File: config.mk
export PLATFORM = sky130hd
export DESIGN_NAME = urx_receiver_top
export DESIGN_NICKNAME = d
export VERILOG_FILES = /design/src/logic/urx_pkg.sv /design/src/logic/urx_receiver_top.sv /design/src/logic/urx_queue_mem.sv
export VERILOG_INCLUDE_DIRS = /design/src /design/src/logic
export SDC_FILE = /design/constraint.sdc
export NUM_CORES = 1
export LEC_CHECK = 0
export ABC_AREA = 0
export BUFFER_PORTS_ARGS = -buffer_cell sky130_fd_sc_hd__buf_4
export CAP_MARGIN = 40
export CELL_PAD_IN_SITES_DETAIL_PLACEMENT = 0
export CELL_PAD_IN_SITES_GLOBAL_PLACEMENT = 2
export CORE_UTILIZATION = 34
export DETAILED_ROUTE_END_ITERATION = 8
export MAX_ROUTING_LAYER = met4
export PLACE_DENSITY_LB_ADDON = 0.1
export SLEW_MARGIN = 20
export SYNTH_ARGS = -nofsm -noshare
export SYNTH_HDL_FRONTEND = slang
export SYNTH_SLANG_ARGS = --single-unit
File: constraint.sdc
create_clock -name clk_in -period 4.4 [get_ports clk_in]
set_clock_uncertainty 0.1 [all_clocks]
set_input_delay 0.88 -clock clk_in [delete_from_list [all_inputs] [get_ports clk_in]]
set_output_delay 0.88 -clock clk_in [all_outputs]
set_load 0.005 [all_outputs]
File: src/logic/urx_cfg.svh
`ifndef URX_CFG_SVH
`define URX_CFG_SVH
// Register byte offsets
`define URX_OFF_STA    8'h00
`define URX_OFF_RXD    8'h04
`define URX_OFF_TXD    8'h08
`define URX_OFF_BRG    8'h0C
`define URX_OFF_ADMD   8'h10
`define URX_OFF_MODE   8'h14
`define URX_OFF_ISTAT  8'h18
`define URX_OFF_ICLR   8'h1C
`define URX_OFF_IEN    8'h20
// Status register bit positions
`define URX_STA_DA     0
`define URX_STA_OVR    1
`define URX_STA_FE     2
`define URX_STA_PE     3
`define URX_STA_IDLE   4
`define URX_STA_ADDRESS_DETECT_ENABLE  5
// Mode register bit positions
`define URX_MODE_HS    0
// Interrupt event bit positions
`define URX_EV_RX      0
`define URX_EV_OVR     1
`define URX_EV_PE      2
`define URX_EV_FE      3
`define URX_EV_ADR     4
`define URX_EV_N       5
// Parity and data selector codes
`define URX_PD_9N      2'b11
`define URX_PD_8O      2'b10
// Receive interrupt selector codes
`define URX_IS_FULL    2'b11
`define URX_IS_3Q      2'b10
// Oversampling: last tick and mid-bit tick per bit
`define URX_OS_STD_LAST 5'h0F
`define URX_OS_HI_LAST  5'h03
`define URX_OS_STD_MID  5'h07
`define URX_OS_HI_MID   5'h01
// Queue depth and levels
`define URX_Q_FULL     3'h4
`define URX_Q_3Q       3'h3
`endif

File: src/logic/urx_pkg.sv
`default_nettype none
package urx_pkg;
    typedef enum logic [3:0] {
        ST_IDLE  = 4'b0001,
        ST_START = 4'b0010,
        ST_DATA  = 4'b0100,
        ST_STOP  = 4'b1000
    } urx_state_e;
    typedef logic [15:0] urx_word_t;
    // Queue entry: framing error, parity error, 9 data bits
    typedef logic [10:0] urx_entry_t;
endpackage
`default_nettype wire

File: src/logic/urx_receiver_top.sv
// Chosen here: strobed register access and the address map.
`timescale 1ns/1ps
`default_nettype none
`include "urx_cfg.svh"
module urx_receiver_top
    import urx_pkg::*;
(
    // Clock and reset
    input  wire logic       clk_in,
    input  wire logic       sys_rst_in,
    // Register port
    input  wire logic [7:0] addr_in,
    input  wire urx_word_t  wr_data_in,
    input  wire logic       wr_en_in,
    input  wire logic       rd_en_in,
    output urx_word_t       rd_data_out,
    // Serial line
    input  wire logic       rx_pin_in,
    // Transmit hand-off
    output logic [8:0]      tx_char_out,
    output logic            tx_load_out,
    // Interrupt
    output logic            irq_out
);
    // Baud generator state
    urx_word_t  div_cnt_r,  div_cnt_nxt;
    logic       tick_r,     tick_nxt;
    // Line synchroniser
    logic       sync1_r, sync2_r, sync3_r;
    logic       rx_f_r,     rx_f_nxt;
    // Receiver state
    urx_state_e state_r,    state_nxt;
    logic [4:0] os_cnt_r,   os_cnt_nxt;
    logic [3:0] bit_cnt_r,  bit_cnt_nxt;
    logic [8:0] shift_r,    shift_nxt;
    logic       done_w;
    logic       framing_error_flag_w;
    // Queue and status
    logic [1:0] wr_ptr_r,   wr_ptr_nxt;
    logic [1:0] rd_ptr_r,   rd_ptr_nxt;
    logic [2:0] count_r,    count_nxt;
    logic       ovr_r,      ovr_nxt;
    logic       match_r,    match_nxt;
    logic [`URX_EV_N-1:0] istat_r, istat_nxt;
    logic [`URX_EV_N-1:0] ev_w;
    logic       push_w, pop_w, flush_w, ovr_ev_w, hit_w, accept_w;
    urx_entry_t head_w, entry_w;
    // Software registers
    logic [1:0] isel_r,     isel_nxt;
    logic       address_detect_enable_r,    address_detect_enable_nxt;
    urx_word_t  brg_r,      brg_nxt;
    urx_word_t  admd_r,     admd_nxt;
    logic [2:0] mode_r,     mode_nxt;
    logic [`URX_EV_N-1:0] ien_r, ien_nxt;
    logic [8:0] tx_r,       tx_nxt;
    logic       txld_r,     txld_nxt;
    urx_word_t  rdat_r,     rdat_nxt;
    logic       irq_r,      irq_nxt;
    // Decoded configuration
    logic [1:0] parity_data_select_w;
    logic       hs_w, nine_w, par_on_w, addr_mode_w, parity_error_flag_w;
    logic [4:0] os_last_w, os_mid_w;
    logic [3:0] bit_last_w;
    logic [8:0] data_w;
    logic       wr_sta_w;

    // Configuration decode
    assign hs_w        = mode_r[`URX_MODE_HS];
    assign parity_data_select_w     = mode_r[2:1];
    assign nine_w      = (parity_data_select_w == `URX_PD_9N);
    assign par_on_w    = parity_data_select_w[1] ^ parity_data_select_w[0];
    assign os_last_w   = hs_w ? `URX_OS_HI_LAST : `URX_OS_STD_LAST;
    assign os_mid_w    = hs_w ? `URX_OS_HI_MID : `URX_OS_STD_MID;
    assign bit_last_w  = (nine_w || par_on_w) ? 4'h8 : 4'h7;
    assign addr_mode_w = address_detect_enable_r && nine_w;

    // Baud tick every divisor plus one clocks
    always_comb begin
        div_cnt_nxt = div_cnt_r + 16'h0001;
        tick_nxt    = 1'b0;
        if (div_cnt_r >= brg_r) begin
            div_cnt_nxt = 16'h0000;
            tick_nxt    = 1'b1;
        end
    end

    always_ff @(posedge clk_in) begin
        if (sys_rst_in) begin
            div_cnt_r <= 16'h0000;
            tick_r    <= 1'b0;
        end else begin
            div_cnt_r <= div_cnt_nxt;
            tick_r    <= tick_nxt;
        end
    end

    // Line level accepted once second and third stages agree
    assign rx_f_nxt = (sync2_r == sync3_r) ? sync3_r : rx_f_r;

    always_ff @(posedge clk_in) begin
        if (sys_rst_in) begin
            sync1_r <= 1'b1;
            sync2_r <= 1'b1;
            sync3_r <= 1'b1;
            rx_f_r  <= 1'b1;
        end else begin
            sync1_r <= rx_pin_in;
            sync2_r <= sync1_r;
            sync3_r <= sync2_r;
            rx_f_r  <= rx_f_nxt;
        end
    end

    // Receive shift sequencer, LSB first, samples at mid-bit
    always_comb begin
        state_nxt   = state_r;
        os_cnt_nxt  = os_cnt_r;
        bit_cnt_nxt = bit_cnt_r;
        shift_nxt   = shift_r;
        done_w      = 1'b0;
        framing_error_flag_w      = 1'b0;
        case (state_r)
            ST_IDLE: begin
                if (!rx_f_r) begin
                    state_nxt  = ST_START;
                    os_cnt_nxt = 5'h00;
                end
            end
            ST_START: begin
                if (tick_r) begin
                    if (os_cnt_r == os_mid_w) begin
                        state_nxt   = rx_f_r ? ST_IDLE : ST_DATA;
                        os_cnt_nxt  = 5'h00;
                        bit_cnt_nxt = 4'h0;
                    end else begin
                        os_cnt_nxt = os_cnt_r + 5'h01;
                    end
                end
            end
            ST_DATA: begin
                if (tick_r) begin
                    if (os_cnt_r == os_last_w) begin
                        os_cnt_nxt  = 5'h00;
                        shift_nxt   = {rx_f_r, shift_r[8:1]};
                        bit_cnt_nxt = bit_cnt_r + 4'h1;
                        if (bit_cnt_r == bit_last_w) begin
                            state_nxt = ST_STOP;
                        end
                    end else begin
                        os_cnt_nxt = os_cnt_r + 5'h01;
                    end
                end
            end
            ST_STOP: begin
                if (tick_r) begin
                    if (os_cnt_r == os_last_w) begin
                        done_w    = 1'b1;
                        framing_error_flag_w    = !rx_f_r;
                        state_nxt = ST_IDLE;
                    end else begin
                        os_cnt_nxt = os_cnt_r + 5'h01;
                    end
                end
            end
            default: begin
                state_nxt = ST_IDLE;
            end
        endcase
        if (flush_w) begin
            state_nxt = ST_IDLE;
        end
    end

    always_ff @(posedge clk_in) begin
        if (sys_rst_in) begin
            state_r   <= ST_IDLE;
            os_cnt_r  <= 5'h00;
            bit_cnt_r <= 4'h0;
            shift_r   <= 9'h000;
        end else begin
            state_r   <= state_nxt;
            os_cnt_r  <= os_cnt_nxt;
            bit_cnt_r <= bit_cnt_nxt;
            shift_r   <= shift_nxt;
        end
    end

    // Character assembly and parity check
    always_comb begin
        if (nine_w) begin
            data_w = shift_r;
        end else if (par_on_w) begin
            data_w = {1'b0, shift_r[7:0]};
        end else begin
            data_w = {1'b0, shift_r[8:1]};
        end
    end
    assign parity_error_flag_w  = par_on_w && ((^shift_r) != parity_data_select_w[1]);
    assign entry_w = {framing_error_flag_w, parity_error_flag_w, data_w};

    // Masked address compare and acceptance
    assign hit_w = ((data_w[7:0] ^ admd_r[7:0]) & admd_r[15:8]) == 8'h00;
    always_comb begin
        match_nxt = match_r;
        accept_w  = 1'b1;
        if (addr_mode_w) begin
            if (data_w[8]) begin
                accept_w = hit_w;
                if (done_w) begin
                    match_nxt = hit_w;
                end
            end else begin
                accept_w = match_r;
            end
        end else begin
            match_nxt = 1'b0;
        end
    end

    // Queue pointers, overrun, interrupt status
    assign wr_sta_w = wr_en_in && (addr_in == `URX_OFF_STA);
    assign pop_w    = rd_en_in && (addr_in == `URX_OFF_RXD) && (count_r != 3'h0);
    assign ovr_ev_w = done_w && accept_w && (count_r == `URX_Q_FULL) && !pop_w;
    assign push_w   = done_w && accept_w && !ovr_ev_w && !flush_w;
    assign flush_w  = wr_sta_w && !wr_data_in[`URX_STA_OVR] && ovr_r && !ovr_ev_w;

    always_comb begin
        wr_ptr_nxt = wr_ptr_r + {1'b0, push_w};
        rd_ptr_nxt = rd_ptr_r + {1'b0, pop_w};
        count_nxt  = count_r + {2'b00, push_w} - {2'b00, pop_w};
        ovr_nxt    = ovr_r;
        if (ovr_ev_w) begin
            ovr_nxt = 1'b1;
        end else if (flush_w) begin
            ovr_nxt    = 1'b0;
            wr_ptr_nxt = 2'b00;
            rd_ptr_nxt = 2'b00;
            count_nxt  = 3'h0;
        end
        ev_w = '0;
        case (isel_r)
            `URX_IS_FULL: ev_w[`URX_EV_RX] = push_w && (count_nxt == `URX_Q_FULL);
            `URX_IS_3Q:   ev_w[`URX_EV_RX] = push_w && (count_nxt == `URX_Q_3Q);
            default:      ev_w[`URX_EV_RX] = push_w;
        endcase
        ev_w[`URX_EV_OVR] = ovr_ev_w;
        ev_w[`URX_EV_PE]  = push_w && parity_error_flag_w;
        ev_w[`URX_EV_FE]  = push_w && framing_error_flag_w;
        ev_w[`URX_EV_ADR] = done_w && addr_mode_w && data_w[8] && hit_w;
        istat_nxt = istat_r;
        if (wr_en_in && (addr_in == `URX_OFF_ICLR)) begin
            istat_nxt = istat_r & ~wr_data_in[`URX_EV_N-1:0];
        end
        istat_nxt = istat_nxt | ev_w;                                     // set beats clear
    end

    always_ff @(posedge clk_in) begin
        if (sys_rst_in) begin
            wr_ptr_r <= 2'b00;
            rd_ptr_r <= 2'b00;
            count_r  <= 3'h0;
            ovr_r    <= 1'b0;
            match_r  <= 1'b0;
            istat_r  <= '0;
        end else begin
            wr_ptr_r <= wr_ptr_nxt;
            rd_ptr_r <= rd_ptr_nxt;
            count_r  <= count_nxt;
            ovr_r    <= ovr_nxt;
            match_r  <= flush_w ? 1'b0 : match_nxt;
            istat_r  <= istat_nxt;
        end
    end

    // Four-entry receive queue, head read out of a register
    urx_queue_mem u_queue (
        .clk_in      (clk_in),
        .sys_rst_in  (sys_rst_in),
        .wr_en_in    (push_w),
        .wr_addr_in  (wr_ptr_r),
        .wr_data_in  (entry_w),
        .rd_addr_in  (rd_ptr_nxt),
        .rd_data_out (head_w)
    );

    // Register writes and read-data mux
    always_comb begin
        isel_nxt  = isel_r;
        address_detect_enable_nxt = address_detect_enable_r;
        brg_nxt   = brg_r;
        admd_nxt  = admd_r;
        mode_nxt  = mode_r;
        ien_nxt   = ien_r;
        tx_nxt    = tx_r;
        txld_nxt  = 1'b0;
        rdat_nxt  = 16'h0000;
        if (wr_en_in) begin
            case (addr_in)
                `URX_OFF_STA: begin
                    isel_nxt  = wr_data_in[7:6];
                    address_detect_enable_nxt = wr_data_in[`URX_STA_ADDRESS_DETECT_ENABLE];
                end
                `URX_OFF_TXD: begin
                    tx_nxt   = wr_data_in[8:0];
                    txld_nxt = 1'b1;
                end
                `URX_OFF_BRG:  brg_nxt  = wr_data_in;
                `URX_OFF_ADMD: admd_nxt = wr_data_in;
                `URX_OFF_MODE: mode_nxt = wr_data_in[2:0];
                `URX_OFF_IEN:  ien_nxt  = wr_data_in[`URX_EV_N-1:0];
                default: begin
                end
            endcase
        end
        if (rd_en_in) begin
            case (addr_in)
                `URX_OFF_STA: rdat_nxt = {8'h00, isel_r, address_detect_enable_r,
                                          state_r == ST_IDLE,
                                          head_w[9] && (count_r != 3'h0),
                                          head_w[10] && (count_r != 3'h0),
                                          ovr_r,
                                          count_r != 3'h0};
                `URX_OFF_RXD:   rdat_nxt = (count_r != 3'h0) ? {7'h00, head_w[8:0]} : 16'h0000;
                `URX_OFF_BRG:   rdat_nxt = brg_r;
                `URX_OFF_ADMD:  rdat_nxt = admd_r;
                `URX_OFF_MODE:  rdat_nxt = {13'h0000, mode_r};
                `URX_OFF_ISTAT: rdat_nxt = {11'h000, istat_r};
                `URX_OFF_IEN:   rdat_nxt = {11'h000, ien_r};
                default:        rdat_nxt = 16'h0000;
            endcase
        end
        irq_nxt = |(istat_nxt & ien_nxt);
    end

    always_ff @(posedge clk_in) begin
        if (sys_rst_in) begin
            isel_r  <= 2'b00;
            address_detect_enable_r <= 1'b0;
            brg_r   <= 16'h0000;
            admd_r  <= 16'h0000;
            mode_r  <= 3'h0;
            ien_r   <= '0;
            tx_r    <= 9'h000;
            txld_r  <= 1'b0;
            rdat_r  <= 16'h0000;
            irq_r   <= 1'b0;
        end else begin
            isel_r  <= isel_nxt;
            address_detect_enable_r <= address_detect_enable_nxt;
            brg_r   <= brg_nxt;
            admd_r  <= admd_nxt;
            mode_r  <= mode_nxt;
            ien_r   <= ien_nxt;
            tx_r    <= tx_nxt;
            txld_r  <= txld_nxt;
            rdat_r  <= rdat_nxt;
            irq_r   <= irq_nxt;
        end
    end

    assign rd_data_out = rdat_r;
    assign tx_char_out = tx_r;
    assign tx_load_out = txld_r;
    assign irq_out     = irq_r;
endmodule
`default_nettype wire

File: src/logic/urx_queue_mem.sv
`timescale 1ns/1ps
`default_nettype none
module urx_queue_mem
    import urx_pkg::*;
(
    // Clock and reset
    input  wire logic       clk_in,
    input  wire logic       sys_rst_in,
    // Write side
    input  wire logic       wr_en_in,
    input  wire logic [1:0] wr_addr_in,
    input  wire urx_entry_t wr_data_in,
    // Read side
    input  wire logic [1:0] rd_addr_in,
    output urx_entry_t      rd_data_out
);
    urx_entry_t mem_r [4];
    urx_entry_t rd_r;
    urx_entry_t rd_nxt;

    // Registered read with write bypass so the head is never stale
    always_comb begin
        rd_nxt = mem_r[rd_addr_in];
        if (wr_en_in && (wr_addr_in == rd_addr_in)) begin
            rd_nxt = wr_data_in;
        end
    end

    // Storage and read register
    always_ff @(posedge clk_in) begin
        if (wr_en_in) begin
            mem_r[wr_addr_in] <= wr_data_in;
        end
        if (sys_rst_in) begin
            rd_r <= 11'h000;
        end else begin
            rd_r <= rd_nxt;
        end
    end

    assign rd_data_out = rd_r;
endmodule
`default_nettype wire

; After elaboration in Yosys (flattened, before gate mapping)
; Memory sizes are Yosys's and may differ from the RTL's. A register that Yosys moved wholly into a read port is not among the register bits.
; Cells that the tools add are included.
[word_totals]
mem_bits_rw = 44
memories = 1
regBits = 127
input_bits = 29
[op_classes]
reduce_logical = 52
eq_ne = 32
magnitude_cmp = 1
add_sub_neg = 7
n_mux = 54
bitwise_logic = 10
[mem_list]
columns = memory, words, word_bits, rd, rd_ports_with_merged_regs, write_ports, line_no
row1 = u_queue.mem_r, 4, 11, 1, 1, 1, urx_queue_mem.sv:17  ; urx_entry_t mem_r [4];
[op_table]
columns = operator, count
row1 = $pmux W16 S7, 1
row2 = $mux W4, 14
row3 = $mux W5, 10
row4 = $eq A8 B5 Y1 const B, 4
row5 = $logic_and A1 B1 Y1, 23
row6 = $pmux W5 S4, 1
row7 = $mux W9, 2
row8 = $ne A2 B2 Y1 const B, 9
row9 = $add A16 B1 Y16 const B, 1
row10 = $eq A8 B4 Y1 const B, 2
row11 = $ge A16 B16 Y1, 1
row12 = $logic_not A8 Y1, 2
row13 = $pmux W4 S4, 1
row14 = $mux W1, 14
row15 = $mux W3, 4
row16 = $reduce_and A2 Y1, 6
row17 = $and A5 B5 Y5, 2
row18 = $reduce_xor A9 Y1, 1
row19 = $and A8 B8 Y8, 1
row20 = $eq A8 B3 Y1 const B, 1
row21 = $eq A8 B6 Y1 const B, 1
row22 = $mux W2, 4
row23 = $mux W8, 1
row24 = $pmux W4 S2, 1
row25 = other kinds (35), 49

; Depth between registers and ports, before layout
[logic_depth]
word_depth = 25
ltp_mapped = 20
ltp_nobuf = 19

; Cells and area by module
; Synthesis repeated with hierarchy kept, for this count alone.
[unflattened]
hier_cells = 805
area_unflattened_um2 = 8271.7
[modules_own_cells]
columns = module, cells_each, n_inst, seq_area_each_um2, area_per_inst_um2
row1 = urx_receiver_top, 686, 1, 2542.4, 6132.1
row2 = urx_queue_mem, 119, 1, 1541.5, 2139.6

; Least setup slack after synthesis
; Ideal clock, no wire load.
[synth_path]
kind = flip-flop to flip-flop
from = reg mode_r[2]
to = reg irq_r, in the netlist irq_out
setup_ns = 0.079
path_buffers = 1
t_required_ns = 4.221
stages_incl_launch_ff = 20
arrival_time_ns = 4.303
path_slack_ns = -0.082
cell_sequence = dfxtp_1 inv_1 ha_1 nor2_1 mux2i_1 xnor2_1 a2111oi_2 a31o_1 buf_6 inv_1 ha_1 inv_1 ha_1 inv_1 fa_1 xor2_1 xnor2_1 o311ai_0 a22oi_1 o221ai_2
[synth_between]
elab_chain_cells = 25
[synth_rtl]
columns = item, line_no
row1 = from (decl), urx_receiver_top.sv:53  ; logic [2:0] mode_r, mode_nxt;
row2 = from (signal assigned), urx_receiver_top.sv:352  ; mode_r <= mode_nxt;
row3 = $xor A1 B1 Y1, urx_receiver_top.sv:71  ; assign par_on_w = parity_data_select_w[1] ^ parity_data_select_w[0];
row4 = $mux W8, urx_receiver_top.sv:192  ; end else if (par_on_w) begin
row5 = $mux W9, urx_receiver_top.sv:190  ; if (nine_w) begin
row6 = $xor A8 B8 Y8, urx_receiver_top.sv:202  ; assign hit_w = ((data_w[7:0] ^ admd_r[7:0]) & admd_r[15:8]) == 8'h00;
row7 = $and A8 B8 Y8, urx_receiver_top.sv:202
row8 = $logic_not A8 Y1, urx_receiver_top.sv:202
row9 = $mux W1, urx_receiver_top.sv:207  ; if (data_w[8]) begin
row10 = $mux W1, urx_receiver_top.sv:206  ; if (addr_mode_w) begin
row11 = [9 not listed], n/a
row12 = $mux W3, urx_receiver_top.sv:234  ; end else if (flush_w) begin
row13 = $mux W3, urx_receiver_top.sv:232  ; if (ovr_ev_w) begin
row14 = $eq A3 B2 Y1 (no source line) / $eq A3 B3 Y1 (equally long branches), n/a
row15 = "$logic_and A1 B1 Y1, on equally long branches", "urx_receiver_top.sv:243, urx_receiver_top.sv:242"
row16 = $pmux W1 S2, urx_receiver_top.sv:241  ; case (isel_r)
row17 = $or A5 B5 Y5 *, urx_receiver_top.sv:254  ; istat_nxt = istat_nxt | ev_w;
row18 = $and A5 B5 Y5 *, urx_receiver_top.sv:332  ; irq_nxt = |(istat_nxt & ien_nxt);
row19 = $reduce_or A5 Y1 *, urx_receiver_top.sv:332
row20 = to (signal assigned), urx_receiver_top.sv:357  ; irq_r <= irq_nxt;
row21 = to (decl), urx_receiver_top.sv:58  ; logic irq_r, irq_nxt;
; Every way passes the cells marked *; elsewhere a longest branch is shown, timed or not.
; A chain may end at the register's enable or synchronous reset.

; Final worst setup path
; Same ends and word-level chain as after synthesis.

==> run_results.csv <==
group,metric,value,unit
status,status,"complete, no violations",
final_layout,syn_to_final_growth,20.4,%
worst_hold_path,hold_class,"reg2reg",
power,p_leak,3.72,nW
grt,antenna_found_initial,0,
final_layout,post_route_cells_drive_above_1_share,16.2,%
worst_hold_path,holdPathStages,1,
clocking,path_clk_slew,0.08,ns
logic_synthesis,synthAdderAreaFrac,4.02,%
die,fp.dieH,158,µm
final_layout,layout_common_cells,"dfxtp_1, nand2_1, buf_4",
grt,first_global_vias,6553,
logic_synthesis,synth_cell_type_count,70,
place,post-dp-hpwl,19100,µm
worst_setup_path,cpMostUsedCell,"inv_1",
logic_synthesis,ys_seq_elements,182,
final_layout,layoutNonFillerInstCount,1304,
logic_synthesis,postSynthAreaPerCell,9.22,µm²
sta,worst_slack,0.210,ns
clocking,cts_max_level,4,
worst_setup_path,crit_cells,19,
grt,gr-total-overflow,0,
grt,grt_max_degree,50,
route,vias,6735,
sta,min_period_over_period,95.2,%
grt,grt_first_pass_wirelength,39300,µm
worst_setup_path,cpPeakStageDelay,0.48,ns
worst_setup_path,cpMaxStageDelayCell,"or3b_2",
worst_setup_path,reg2regPathDepth,19,
route,routed_wl,25600,µm
logic_synthesis,synth.area.top_cells,"dfxtp_1, edfxtp_1, nand2_1",
power,powerDensity,361,nW/µm²
die,die_area,25000,µm²
worst_setup_path,crit_path_end_kind,"flop",
logic_synthesis,synth_xor_area_share,3.80,%
logic_synthesis,synthCells,899,
die,io_pins,56,
place,place_congestion,0.863,
route,ant_nets,0,
sta,worstMarginPinSlew,0.823,ns
sta,slew_viol_final,0,
sta,max_clock_freq,0.239,GHz
logic_synthesis,netlist_area,8290,µm²
logic_synthesis,yosys_warnings,0,
worst_setup_path,crit_chain,"inv_1, ha_2, or3b_2, a21boi_1, o311ai_2, a2111oi_4, a31o_1, inv_1, ha_1, inv_1, ha_1, inv_1, fa_1, xor2_2, xnor2_2, nand3_1, o311ai_1, a22oi_1, o221ai_2",
flow_run,timing.max_cap.violations,0,
clocking,root_buffer,"clkbuf_16",
place,place_ws,-0.0467,ns
final_layout,fillers,2405,
clocking,clkLatencyLatePin,0.45,ns
sta,setup_viol,0,
logic_synthesis,synth_top_family_by_area,"simple AND/OR/NAND/NOR gates",
clocking,clkSinkCount,182,
final_layout,final_common_cell,"dfxtp_1",
die,start_util,35.0,%
worst_setup_path,worst-setup-path-type,"reg2reg",
logic_synthesis,synth.largest_area_cell,"dfxtp_1",
route,drt_first_pass_iters,5,
die,fp.dieW,158,µm
worst_setup_path,worstPathArrival,4.40,ns
route,drt-vias-per-instance,5.16,
final_layout,finalNetCount,1026,
logic_synthesis,synthMuxAreaShare,4.73,%
logic_synthesis,synth_compound_area_share,15.1,%
worst_setup_path,critical-path-top-delay-family,"compound AO/OA/AOI/OAI gates",
logic_synthesis,synth_ff_type,"dfxtp_1",
route,drt_iter0_drc,539,
worst_setup_path,worst_setup_path_start_kind,"flop",
logic_synthesis,synth-edff-count,44,
route,drc_errors,0,
clocking,cts_tree,"done",
logic_synthesis,yosys.area_share.simple,19.2,%
sta,slew_headroom,45.1,%
logic_synthesis,synthArstFlopShare,0,%
logic_synthesis,syn_nets,954,
power,vdd_drop_max,0.000227,V
die,rows,56,
worst_setup_path,path_buf_inv,4,
logic_synthesis,yosysTopAreaCellShare,33.3,%
place,dp.cells,1270,
clocking,cts.path.max_buffers,2,
sta,fin_crit,4.19,ns
worst_setup_path,path_max_fanout,6,
worst_setup_path,required,4.61,ns
die,core,23700,µm²
clocking,cts_made_buffers,17,
route,wl_per_cell,19.6,µm
logic_synthesis,ys_seq_area_share,49.3,%
grt,track_usage,22.2,%
place,numPortBuffers,55,
sta,hold_violations,0,
-- cell usage after synthesis (5+ instances only) --
master and n:
clkbuf_1 39, a31oi_1 5, dfxtp_1 138, a22oi_1 12, a21o_1 9, ha_1 25
a222oi_1 10, xor2_1 13, and2_1 8, nand2_1 127, inv_1 38, edfxtp_1 44
o21ai_0 34, nand2b_1 11, nand3_1 36, nand4_1 11, nor2_1 81, nor3_1 28
mux2i_1 38, a21oi_1 83, o22ai_1 10, xnor2_1 23
-- per-stage QoR --
stage | area (µm²) | utilization (%) | setup TNS (ns) | hold WS (ns) | total power [W]
after global placement | 9230 | 39.0 | 0 | 0.318 | 0.00205
final | 9980 | 42.1 | 0 | 0.351 | 0.00361
after global routing | 9980 | 42.1 | -0.0209 | 0.366 | 0.00375
after CTS | 9880 | 41.7 | 0 | 0.349 | 0.00364
after floorplan | 8290 | - | 0 | 0.289 | 0.00194
after detailed placement | 9250 | 39.1 | -0.0467 | 0.323 | 0.00204
-- state kept, by name, indices dropped and copies added (netlist names), 2 cells and up --
| name | flops |
|---|---|
| u_queue.mem_r | 44 |
| admd_r | 16 |
| brg_r | 16 |
| div_cnt_r | 16 |
| rd_data_out | 16 |
| u_queue.rd_data_out | 11 |
| shift_r | 9 |
| tx_char_out | 9 |
| ien_r | 5 |
| istat_r | 5 |
| os_cnt_r | 5 |
| bit_cnt_r | 4 |
| state_r | 4 |
| count_r | 3 |
| mode_r | 3 |
| isel_r | 2 |
| rd_ptr_r | 2 |
| wr_ptr_r | 2 |
-- path summary, 6_finish.rpt --
kind | startpoint | end | slack, ns
max | mode_r[2] | irq_out | 0.21
min | sync1_r | sync2_r | 0.35
max reg2reg | mode_r[2] | irq_out | 0.21
min reg2reg | sync1_r | sync2_r | 0.35
-- power by group --
part	internal [W]	switching, W	leakage (nW)	total, W
registers	0.00172	0.0000147	1.54	0.00173
clock network	0.000792	0.000808	0.302	0.00160
logic	0.000111	0.000161	1.88	0.000272
total	0.00262	0.000984	3.72	0.00361
-- worst register-to-register path: cells and delay by family, from the launching register on --
family                     cells  cell delay (ns)
adders and majority gates      4             1.10
buffers and inverters          4             0.24
and+or+nand+nor                2             0.57
DFF                            1             0.37
xor gates and xnor gates       2             0.34
AOI/OAI and AO/OA              7             1.35
-- cell families (layout without fill, tap and decap cells) --
group	Yosys count	after routing
buffers and inverters	82	167
multiplexers	39	39
AO/OA/AOI/OAI	194	194
other	0	1
adder cells (fa/ha/maj)	26	26
AND/OR/NAND/NOR	340	340
XOR/XNOR	36	36
flip-flops	182	182
-- layer usage --
layer | wire (µm) | vias up | share of wire, % | global-route usage [%]
met5 | 0 | - | 0 | -
met4 | 456 | 0 | 1.8 | 6.73
met3 | 827 | 23 | 3.2 | 3.70
met2 | 12400 | 142 | 49 | 35.6
met1 | 11900 | 3245 | 46 | 28.5
li1 | - | 3325 | - | -
-- repair_timing --
action,in CTS,in global routing
hold buffers,0,0
gates resized for setup,2,14
setup buffers,0,1
pin swaps,0,6
endpoints found under the setup margin,2,2
-- final cells by class --
class                           count  area, µm²  area share, %
Multi-Input combinational cell    635       3970           39.8
Tap cell                          319        399           4.00
Inverter                           39        146           1.47
Clock buffer                       17        425           4.26
Timing Repair Buffer               96        746           7.47
Antenna cell                        1       2.50         0.0251
Clock inverter                     15        201           2.02
Sequential cell                   182       4090           41.0
(Power assumes the default switching activity.)
